$ cat src/ffs_pkg.sv
`default_nettype none
package ffs_pkg;
	localparam int unsigned CLK_HZ        = 40_000_000;
	localparam int unsigned SENSE_QUAL_MS = 800;
	localparam int unsigned SEC_MS        = 1000;
	localparam int unsigned SENSE_QUAL_CYC = CLK_HZ / 1000 * SENSE_QUAL_MS;
	localparam int unsigned SEC_CYC        = CLK_HZ / 1000 * SEC_MS;
	localparam int          CNT_W          = 26;
	localparam int          VAL_W          = 10;
	// arc voltage in 0.1 V steps
	localparam logic [VAL_W-1:0] SENSE_MIN_DV = 10'h050;
	localparam logic [4:0]       OVL_START_S  = 5'h1e;
	localparam logic [4:0]       OVL_END_S    = 5'h00;
	localparam logic [2:0]       ACC_MIN      = 3'h1;
	localparam logic [2:0]       ACC_MAX      = 3'h5;

	typedef enum logic [2:0] {
		FFS_DC_NUM   = 3'h0,
		FFS_DC_BLANK = 3'h1,
		FFS_DC_HOLD  = 3'h2,
		FFS_DC_GLP   = 3'h3,
		FFS_DC_ACC   = 3'h4,
		FFS_DC_SEC   = 3'h5,
		FFS_DC_CLD   = 3'h6,
		FFS_DC_ERR   = 3'h7
	} ffs_disp_code_e;

	typedef struct packed {
		ffs_disp_code_e   code;
		logic [VAL_W-1:0] val;
	} ffs_disp_s;

	typedef struct packed {
		logic trig;
		logic ovl;
		logic gnd;
		logic key;
	} ffs_pin_s;

	typedef struct packed {
		ffs_pin_s         s1;
		ffs_pin_s         s2;
		logic             trig_d;
		logic             key_d;
		logic [CNT_W-1:0] lv_cnt;
		logic             vsl;
		logic             ovl;
		logic [4:0]       ovl_s;
		logic             gnd;
		logic             gnd_rel;
		logic             err;
		logic [CNT_W-1:0] sec_cnt;
		logic             pf_on;
		logic [7:0]       pf_s;
		logic             motor_fwd;
		logic             motor_rev;
		logic             gas;
		logic             ps_en;
		logic             ps_trig;
		logic [VAL_W-1:0] cmd_volt;
		logic [VAL_W-1:0] cmd_wfs;
		ffs_disp_s        disp_wfs;
		ffs_disp_s        disp_volt;
	} ffs_state_s;
endpackage : ffs_pkg
`default_nettype wire

$ cat src/ffs_supervisor.sv
`default_nettype none
module ffs_supervisor
	import ffs_pkg::*;
#(
	parameter int unsigned SENSE_QUAL_CYCLES = SENSE_QUAL_CYC,
	parameter int unsigned SEC_CYCLES        = SEC_CYC
) (
	// clock and reset
	input  wire logic             clk_sys_i,
	input  wire logic             nrst_i,
	// pins from gun, motor sensor, frame detector, keypad
	input  wire ffs_pin_s         pins_i,
	// measurements and settings (controller domain)
	input  wire logic [VAL_W-1:0] arc_volt_i,
	input  wire logic             cold_fwd_i,
	input  wire logic             cold_rev_i,
	input  wire logic             cold_mode_i,
	input  wire logic             acc_setup_i,
	input  wire logic [2:0]       acc_set_i,
	input  wire logic             timer_show_i,
	input  wire logic [VAL_W-1:0] timer_val_i,
	input  wire logic             runin_phase_i,
	input  wire logic             runin_match_i,
	input  wire logic [VAL_W-1:0] weld_volt_i,
	input  wire logic [VAL_W-1:0] weld_wfs_i,
	input  wire logic [VAL_W-1:0] runin_volt_i,
	input  wire logic [VAL_W-1:0] runin_wfs_i,
	input  wire logic [7:0]       postflow_s_i,
	input  wire logic             nv_check_i,
	input  wire logic             nv_bad_i,
	// drives
	output logic                  motor_fwd_o,
	output logic                  motor_rev_o,
	output logic                  gas_on_o,
	output logic                  ps_enable_o,
	output logic                  ps_trig_o,
	output logic [VAL_W-1:0]      cmd_volt_o,
	output logic [VAL_W-1:0]      cmd_wfs_o,
	// displays
	output ffs_disp_s             wire_feed_speed_display_o,
	output ffs_disp_s             volt_display_o
);
	ffs_state_s r;
	ffs_state_s n;
	logic       trig;
	logic       key_edge;
	logic       trig_fall;
	logic       tick;
	logic       fault;
	logic       weld;
	logic       cold_mtr;
	logic [2:0] acc_lim;

	always_comb begin
		n = r;
		n.s1 = pins_i;
		n.s2 = r.s1;
		trig = r.s2.trig;
		n.trig_d = trig;
		n.key_d = r.s2.key;
		key_edge = r.s2.key & ~r.key_d;
		trig_fall = r.trig_d & ~trig;
		tick = (r.sec_cnt == CNT_W'(SEC_CYCLES - 1));
		fault = r.vsl | r.ovl | r.gnd;
		// a cold feed key or cold mode keeps weld output off even with the trigger closed
		weld = trig & ~cold_mode_i & ~cold_fwd_i & ~cold_rev_i & ~fault;
		cold_mtr = cold_fwd_i | (cold_mode_i & trig);

		// timer runs only while welding: with output off the sensed voltage is zero anyway
		if (weld && arc_volt_i < SENSE_MIN_DV) begin
			if (r.lv_cnt != CNT_W'(SENSE_QUAL_CYCLES))
				n.lv_cnt = r.lv_cnt + 1'b1;
		end else begin
			n.lv_cnt = '0;
		end
		if (!trig)
			n.vsl = 1'b0;
		else if (r.lv_cnt == CNT_W'(SENSE_QUAL_CYCLES))
			n.vsl = 1'b1;

		// restarting the timebase makes the first count step a full second
		if ((r.s2.ovl && !r.ovl) || trig_fall || tick)
			n.sec_cnt = '0;
		else
			n.sec_cnt = r.sec_cnt + 1'b1;

		if (r.s2.ovl && !r.ovl) begin
			n.ovl = 1'b1;
			n.ovl_s = OVL_START_S;
		end else if (r.ovl && tick) begin
			n.ovl_s = r.ovl_s - 1'b1;
			if (r.ovl_s - 1'b1 == OVL_END_S)
				n.ovl = 1'b0;
		end

		if (r.gnd) begin
			if (r.gnd_rel && (key_edge || trig)) begin
				n.gnd = 1'b0;
				n.gnd_rel = 1'b0;
			end else if (!trig) begin
				n.gnd_rel = 1'b1;
			end
		end
		// detector wins over a clear in the same cycle
		if (r.s2.gnd) begin
			n.gnd = 1'b1;
			n.gnd_rel = 1'b0;
		end

		if (nv_check_i && nv_bad_i)
			n.err = 1'b1;
		else if (key_edge)
			n.err = 1'b0;

		if (weld || fault) begin
			n.pf_on = 1'b0;
		end else if (trig_fall && r.ps_en && postflow_s_i != 8'h00) begin
			n.pf_on = 1'b1;
			n.pf_s = postflow_s_i;
		end else if (r.pf_on && tick) begin
			n.pf_s = r.pf_s - 1'b1;
			if (r.pf_s == 8'h01)
				n.pf_on = 1'b0;
		end

		n.motor_fwd = ~fault & (weld | cold_mtr);
		n.motor_rev = ~fault & cold_rev_i & ~cold_mtr;
		// next postflow state bridges the release cycle so gas never blinks off
		n.gas = ~fault & (weld | r.pf_on | n.pf_on);
		n.ps_en = weld;
		n.ps_trig = weld & ~r.gnd;
		n.cmd_volt = (runin_phase_i && !runin_match_i) ? runin_volt_i : weld_volt_i;
		n.cmd_wfs = (runin_phase_i && !runin_match_i) ? runin_wfs_i : weld_wfs_i;

		acc_lim = acc_set_i < ACC_MIN ? ACC_MIN : (acc_set_i > ACC_MAX ? ACC_MAX : acc_set_i);
		n.disp_wfs = '{FFS_DC_NUM, r.cmd_wfs};
		n.disp_volt = '{FFS_DC_NUM, r.cmd_volt};
		if (r.gnd) begin
			n.disp_wfs = '{FFS_DC_GLP, '0};
			n.disp_volt = '{FFS_DC_BLANK, '0};
		end else if (r.ovl) begin
			n.disp_wfs = '{FFS_DC_HOLD, VAL_W'(r.ovl_s)};
			n.disp_volt = '{FFS_DC_BLANK, '0};
		end else if (r.err) begin
			n.disp_wfs = '{FFS_DC_ERR, '0};
			n.disp_volt = '{FFS_DC_BLANK, '0};
		end else if (acc_setup_i) begin
			n.disp_wfs = '{FFS_DC_NUM, VAL_W'(acc_lim)};
			n.disp_volt = '{FFS_DC_ACC, '0};
		end else if (timer_show_i) begin
			n.disp_wfs = '{FFS_DC_SEC, '0};
			n.disp_volt = '{FFS_DC_NUM, timer_val_i};
		end else if (cold_mtr || cold_rev_i || cold_mode_i) begin
			n.disp_volt = '{FFS_DC_CLD, '0};
		end
	end

	always_ff @(posedge clk_sys_i or negedge nrst_i) begin
		if (!nrst_i)
			r <= '0;
		else
			r <= n;
	end

	assign motor_fwd_o = r.motor_fwd;
	assign motor_rev_o = r.motor_rev;
	assign gas_on_o = r.gas;
	assign ps_enable_o = r.ps_en;
	assign ps_trig_o = r.ps_trig;
	assign cmd_volt_o = r.cmd_volt;
	assign cmd_wfs_o = r.cmd_wfs;
	assign wire_feed_speed_display_o = r.disp_wfs;
	assign volt_display_o = r.disp_volt;
endmodule : ffs_supervisor
`default_nettype wire

$ cat config.mk
export PLATFORM = sky130hd
export DESIGN_NAME = ffs_supervisor
export DESIGN_NICKNAME = d
export VERILOG_FILES = /design/src/ffs_pkg.sv /design/src/ffs_supervisor.sv
export SDC_FILE = /design/constraint.sdc
export NUM_CORES = 1
export LEC_CHECK = 0
export BUFFER_PORTS_ARGS = -buffer_cell sky130_fd_sc_hd__buf_2
export CAP_MARGIN = 25
export CORE_MARGIN = 5
export CORE_UTILIZATION = 25
export CTS_CLUSTER_SIZE = 40
export DETAILED_ROUTE_END_ITERATION = 12
export PLACE_DENSITY_LB_ADDON = 0.15
export SLEW_MARGIN = 0
export SYNTH_ARGS = -nofsm -noshare
export SYNTH_HDL_FRONTEND = slang
export SYNTH_SLANG_ARGS = --single-unit
$ cat constraint.sdc
create_clock -name clk_sys_i -period 3.5 [get_ports clk_sys_i]
set_input_delay 0.7 -clock clk_sys_i [delete_from_list [all_inputs] [get_ports clk_sys_i]]
set_output_delay 0.7 -clock clk_sys_i [all_outputs]
set_load 0.05 [all_outputs]
Word-level counts from Yosys, hierarchy flattened:

Index checks and enable logic that the tools add are counted.

* register bits: 132
* word-level logic and storage cells: 129

* $add $sub $neg: 4
* order comparisons: 3
* equality and inequality tests: 7
* muxes and demuxes: 30
* bitwise operators: 27
* reduce and logical (&&, ||, !) cells: 27

Operator list (number)
* 2-to-1 mux 26 bit: 7
* adder 26 x 1 -> 26 bit, second input constant: 2
* 2-to-1 mux 13 bit: 3
* == test 26 x 25 -> 1 bit, second input constant: 1
* == test 26 bit, second input constant: 1
* != test 26 x 25 -> 1 bit, second input constant: 1
* 2-to-1 mux 10 bit: 2
* 2-to-1 mux 9 bit: 2
* bitwise AND 1 bit: 12
* 2-to-1 mux 6 bit: 2
* < comparator 10 x 7 -> 1 bit, second input constant: 1
* 2-to-1 mux 1 bit: 10
* nonzero test 2 bit: 5
* logical AND 1 bit: 9
* inverter 1 bit: 9
* == test 8 x 1 -> 1 bit, second input constant: 1
* nonzero test 8 bit: 1
* subtractor 8 x 1 -> 8 bit, second input constant: 1
* logical OR 1 bit: 6
* 2-to-1 mux 3 bit: 2
* OR 1 bit: 6
* AND reduction 2 bit: 3
* zero test 5 bit: 1
* subtractor 5 x 1 -> 5 bit, second input constant: 1
* 6 further kinds: 9

Longest topological paths before layout:

* word-level depth: 10
* depth in mapped cells: 7
* mapped depth without buffers: 7

Least setup slack after synthesis:

Ideal clock, no wire load.

* path type: register to register
* start point: register r[75] (netlist name)
* end point: register r[55] (netlist name)
* library setup time: 0.120 ns
* arrival time: 2.356 ns
* path slack: 1.025 ns
* cell stages (with the launch flop): 6
* buffers on the path: 0
* period minus slack after synthesis: 2.475 ns
* cells stage by stage: dfrtp_1 > or4b_1 > or4_4 > or3_4 > or4_1 > a31o_1

* word-level cells in the longest chain between the ends: 4

Ends and longest elaborated chain
* from (decl): line ffs_supervisor.sv:43 `ffs_state_s r;`
* from (signal assigned): line ffs_supervisor.sv:162 `r <= n;`
* == test 26 bit: line ffs_supervisor.sv:63 `tick = (r.sec_cnt == CNT_W'(SEC_CYCLES - 1));`
* logical AND 1 bit: line ffs_supervisor.sv:120 `end else if (r.pf_on && tick) begin`
* nonzero test 2 bit (no line)
* AND reduction 2 bit (no line)

Every way passes these cells.
A chain may end at the register's enable or synchronous reset.

Final worst setup path:

Same ends and word-level chain as after synthesis.

==> summary.md <==
| Metric | Value |
|---|---|
| Status | completed |
| Slew headroom | 33.7% |
| Post-synthesis cell area | 6300 um^2 |
| Synth cell types | 58 |
| Worst Path Arrival | 2.94 ns |
| Clock skew | 0.00608 ns |
| Fin Setup TNS | 0 ns |
| Min-delay worst type | in2async |
| Worst slew pin tran | 0.994 ns |
| Remaining global-route overflow | 0 |
| Yosys reg bits | 131 |
| Post-DP Area | 7040 um^2 |
| Critical path class | reg2reg |
| Footprint of the multi-input gates | 2510 um^2 |
| # diodes | 0 |
| Ys Warns | 0 |
| Ys async rst share | 100% |
| Most numerous cell in the Yosys netlist | dfrtp_1 |
| Ys flop type | dfrtp_1 |
| Pin count of the biggest net entering global routing | 60 |
| GRT Total Usage | 10.9% |
| Initial DRC Count | 305 |
| Fin worst setup slack | 0.862 ns |
| Die span in x | 169 um |
| Reg power frac | 43.9% |
| Syn nets | 712 |
| Post-CTS Setup Inserts | 0 |
| Max clock buf depth | 2 |
| Vias in the first global route | 4787 |
| CTS tree | yes |
| Vias | 4682 |
| I/O Buffers | 132 |
| CP endpoint kind | flip-flop |
| Layout cells sized above 1 | 28.2% |
| Dominant cells by area after synthesis | dfrtp_1 (52%), buf_4 (5.5%), nor2_1 (5.4%) |
| Max-slew violation count | 0 |
| CP required | 3.80 ns |
| Comb pwr share | 8.7% |
| Net Switching | 941 uW |
| Die Y | 169 um |
| Hold violation total from the final report | 0 |
| Grt met2 use | 17.1% |
| Crit path from | r[75] |
| Core footprint | 25000 um^2 |
| Starting Density | 25.2% |
| H-tree levels | 4 |
| Slowest cell on the critical path | or4b_1 |
| Design area | 7620 um^2 |
| TritonCTS Buffers | 17 |
| Post-Synthesis Cells | 619 |
| Placement Setup Slack | 0.880 ns |
| Net Sw Frac | 25.6% |
| First-pass GRT wire length | 25100 um |
| Flip-flop and latch area | 3280 um^2 |
| Initial antenna violation count | 0 |
| CTS Sinks | 131 |
| DR WL/cell | 14.5 um |
| CP cell instances | or4b_1 -> or4_4 -> or3_4 -> or4_1 -> a31o_1 |
| Met3 usage | 2.94% |
| PD cells | 482 nW/um^2 |
| Power share of the clock group | 47.4% |
| Cell Int Power | 2730 uW |
| Synth cell count leaders | dfrtp_1 (131), nor2_1 (90), buf_4 (46) |
| Leakage power | 0.00326 uW |
| DRT Pass-1 Iters | 4 |
| Number of flops mapped to enable cells by yosys | 0 |
| CP max stage delay | 0.58 ns |
| GRT Max-Usage Layer | met2 |
| VDD IR max | 0.284 mV |
| Worst skew pair latency | 0.41 ns |
| Die ar. | 28500 um^2 |
| Area Growth Syn to Fin | 20.9% |
| I/O pin count | 137 |
| Clock-pin slew on the worst setup and hold paths | 0.06 ns |
| Post_cts resized | 0 |
| Finish-stage setup viols | 0 |
| Global Route met1 Usage | 14.4% |
| Syn Area/Cell | 10.2 um^2 |
| Yosys top cell area share | 52.0% |
| Fin util | 30.4% |
| Final Cycle Share | 75.4% |
| Crit Path Max Fanout | 5 |
| RSZ-0062 raised after global routing | no |
| Routed WL | 15200 um |
| Final ANT Viol Nets | 0 |
| Minimum clock period | 2.64 ns |
| Setup crit start kind | flip-flop |
| Reg-to-Reg Start | r[75] |
| # DRC | 0 |
| Number of max-cap violations | 0 |
| Overall power | 3670 uW |
| Row count | 58 |
| Vias per std cell | 4.44 |
| F_max | 0.379 GHz |
| Fill cells | 2572 |
| CTS root buffer | clkbuf_16 |
| Post-CTS Hold Fix Bufs | 0 |
| Yosys top cell by area | dfrtp_1 |
| Sequential-to-total area share from yosys stat | 52.0% |
| Net count reported at finish | 804 |
| Detailed Place HPWL | 11200 um |
| GP Congestion | 0.789 |
## metal layers
| metal | vias up | wire length, um |
|---|---|---|
| met3 | 16 | 863 |
| met4 | 0 | 245 |
| met2 | 123 | 7050 |
| met5 | - | 0 |
| li1 | 2288 | - |
| met1 | 2255 | 7080 |
## per-stage QoR
step,cells,hold WS (ns)
2_1_floorplan,619,0.331
3_3_place_gp,1022,0.332
3_5_place_dp,1022,0.336
4_1_cts,1054,0.271
5_1_grt,1054,0.293
6_report,1054,0.258
## kinds of logic (layout without fill, tap and decap cells)
family	Yosys count	after routing	synth area share (%)
XOR/XNOR	50	50	6.95
AO/OA/AOI/OAI	71	71	7.82
buffers and inverters	93	198	8.28
flip-flops	131	131	52.0
AND/OR/NAND/NOR	244	244	19.5
multiplexers	23	23	4.05
adder cells (fa/ha/maj)	7	7	1.39
## registers in the layout, indices dropped and copies added, names as in the netlist
| name | count |
|---|---|
| cmd_volt_o | 10 |
| cmd_wfs_o | 10 |
| gas_on_o | 1 |
| motor_fwd_o | 1 |
| motor_rev_o | 1 |
| n | 5 |
| ps_enable_o | 1 |
| ps_trig_o | 1 |
| r | 75 |
| trig | 1 |
| volt_display_o | 13 |
| wire_feed_speed_display_o | 12 |
## cells in the final DEF, fill, tap and decap left out, drive strengths merged, types with 3 or more instances in the layout
cell type  count
mux2          20
buf          143
nor3          23
dfrtp        131
o41ai          3
clkbuf        17
o21ai          9
and4           5
a22oi         17
or3b           3
nand2b         4
and3           5
or4            4
nand4         13
nor4b          4
clkinvlp       5
nor2          91
inv           25
and2           9
xnor2         38
nand3         22
ha             7
nor2b          3
clkinv         6
nor3b          4
nand2         30
or3            3
mux2i          3
nor4          16
a21oi         15
xor2          12
## critical path: cells and delay by family, from the launching register on
family	cells	cell delay (ns)
AND/OR/NAND/NOR	4	1.86
AO/OA/AOI/OAI	1	0.23
flip-flops	1	0.43
## power groups by stage
stage | sequential [uW] | combinational, uW | clock [uW]
6_report | 1610 | 319 | 1740
5_1_grt | 1620 | 352 | 1860
4_1_cts | 1610 | 326 | 1800
3_5_place_dp | 1640 | 325 | 0
3_3_place_gp | 1640 | 321 | 0
2_1_floorplan | 1630 | 228 | 0
## final timing paths
check | depth (start not counted) | slack, ns | end
max in group asynchronous | 2 | 2.48 | r[94]
worst min-delay path | 1 | 0.26 | r[82]
worst max-delay path | 5 | 0.86 | r[55]
worst max register to register | 5 | 0.86 | r[55]
min in group clk_sys_i | 0 | 0.35 | r[126]
worst min register to register | 0 | 0.35 | r[126]
## cell type report
cell class / instances / share of cell area [%]
Sequential cell: 131 / 43.0
Multi-Input combinational cell: 395 / 32.9
Clock inverter: 15 / 2.10
Inverter: 23 / 1.13
Clock buffer: 17 / 5.58
Tap cell: 330 / 5.42
Timing Repair Buffer: 143 / 9.83
Power figures use the tool's default switching activity.
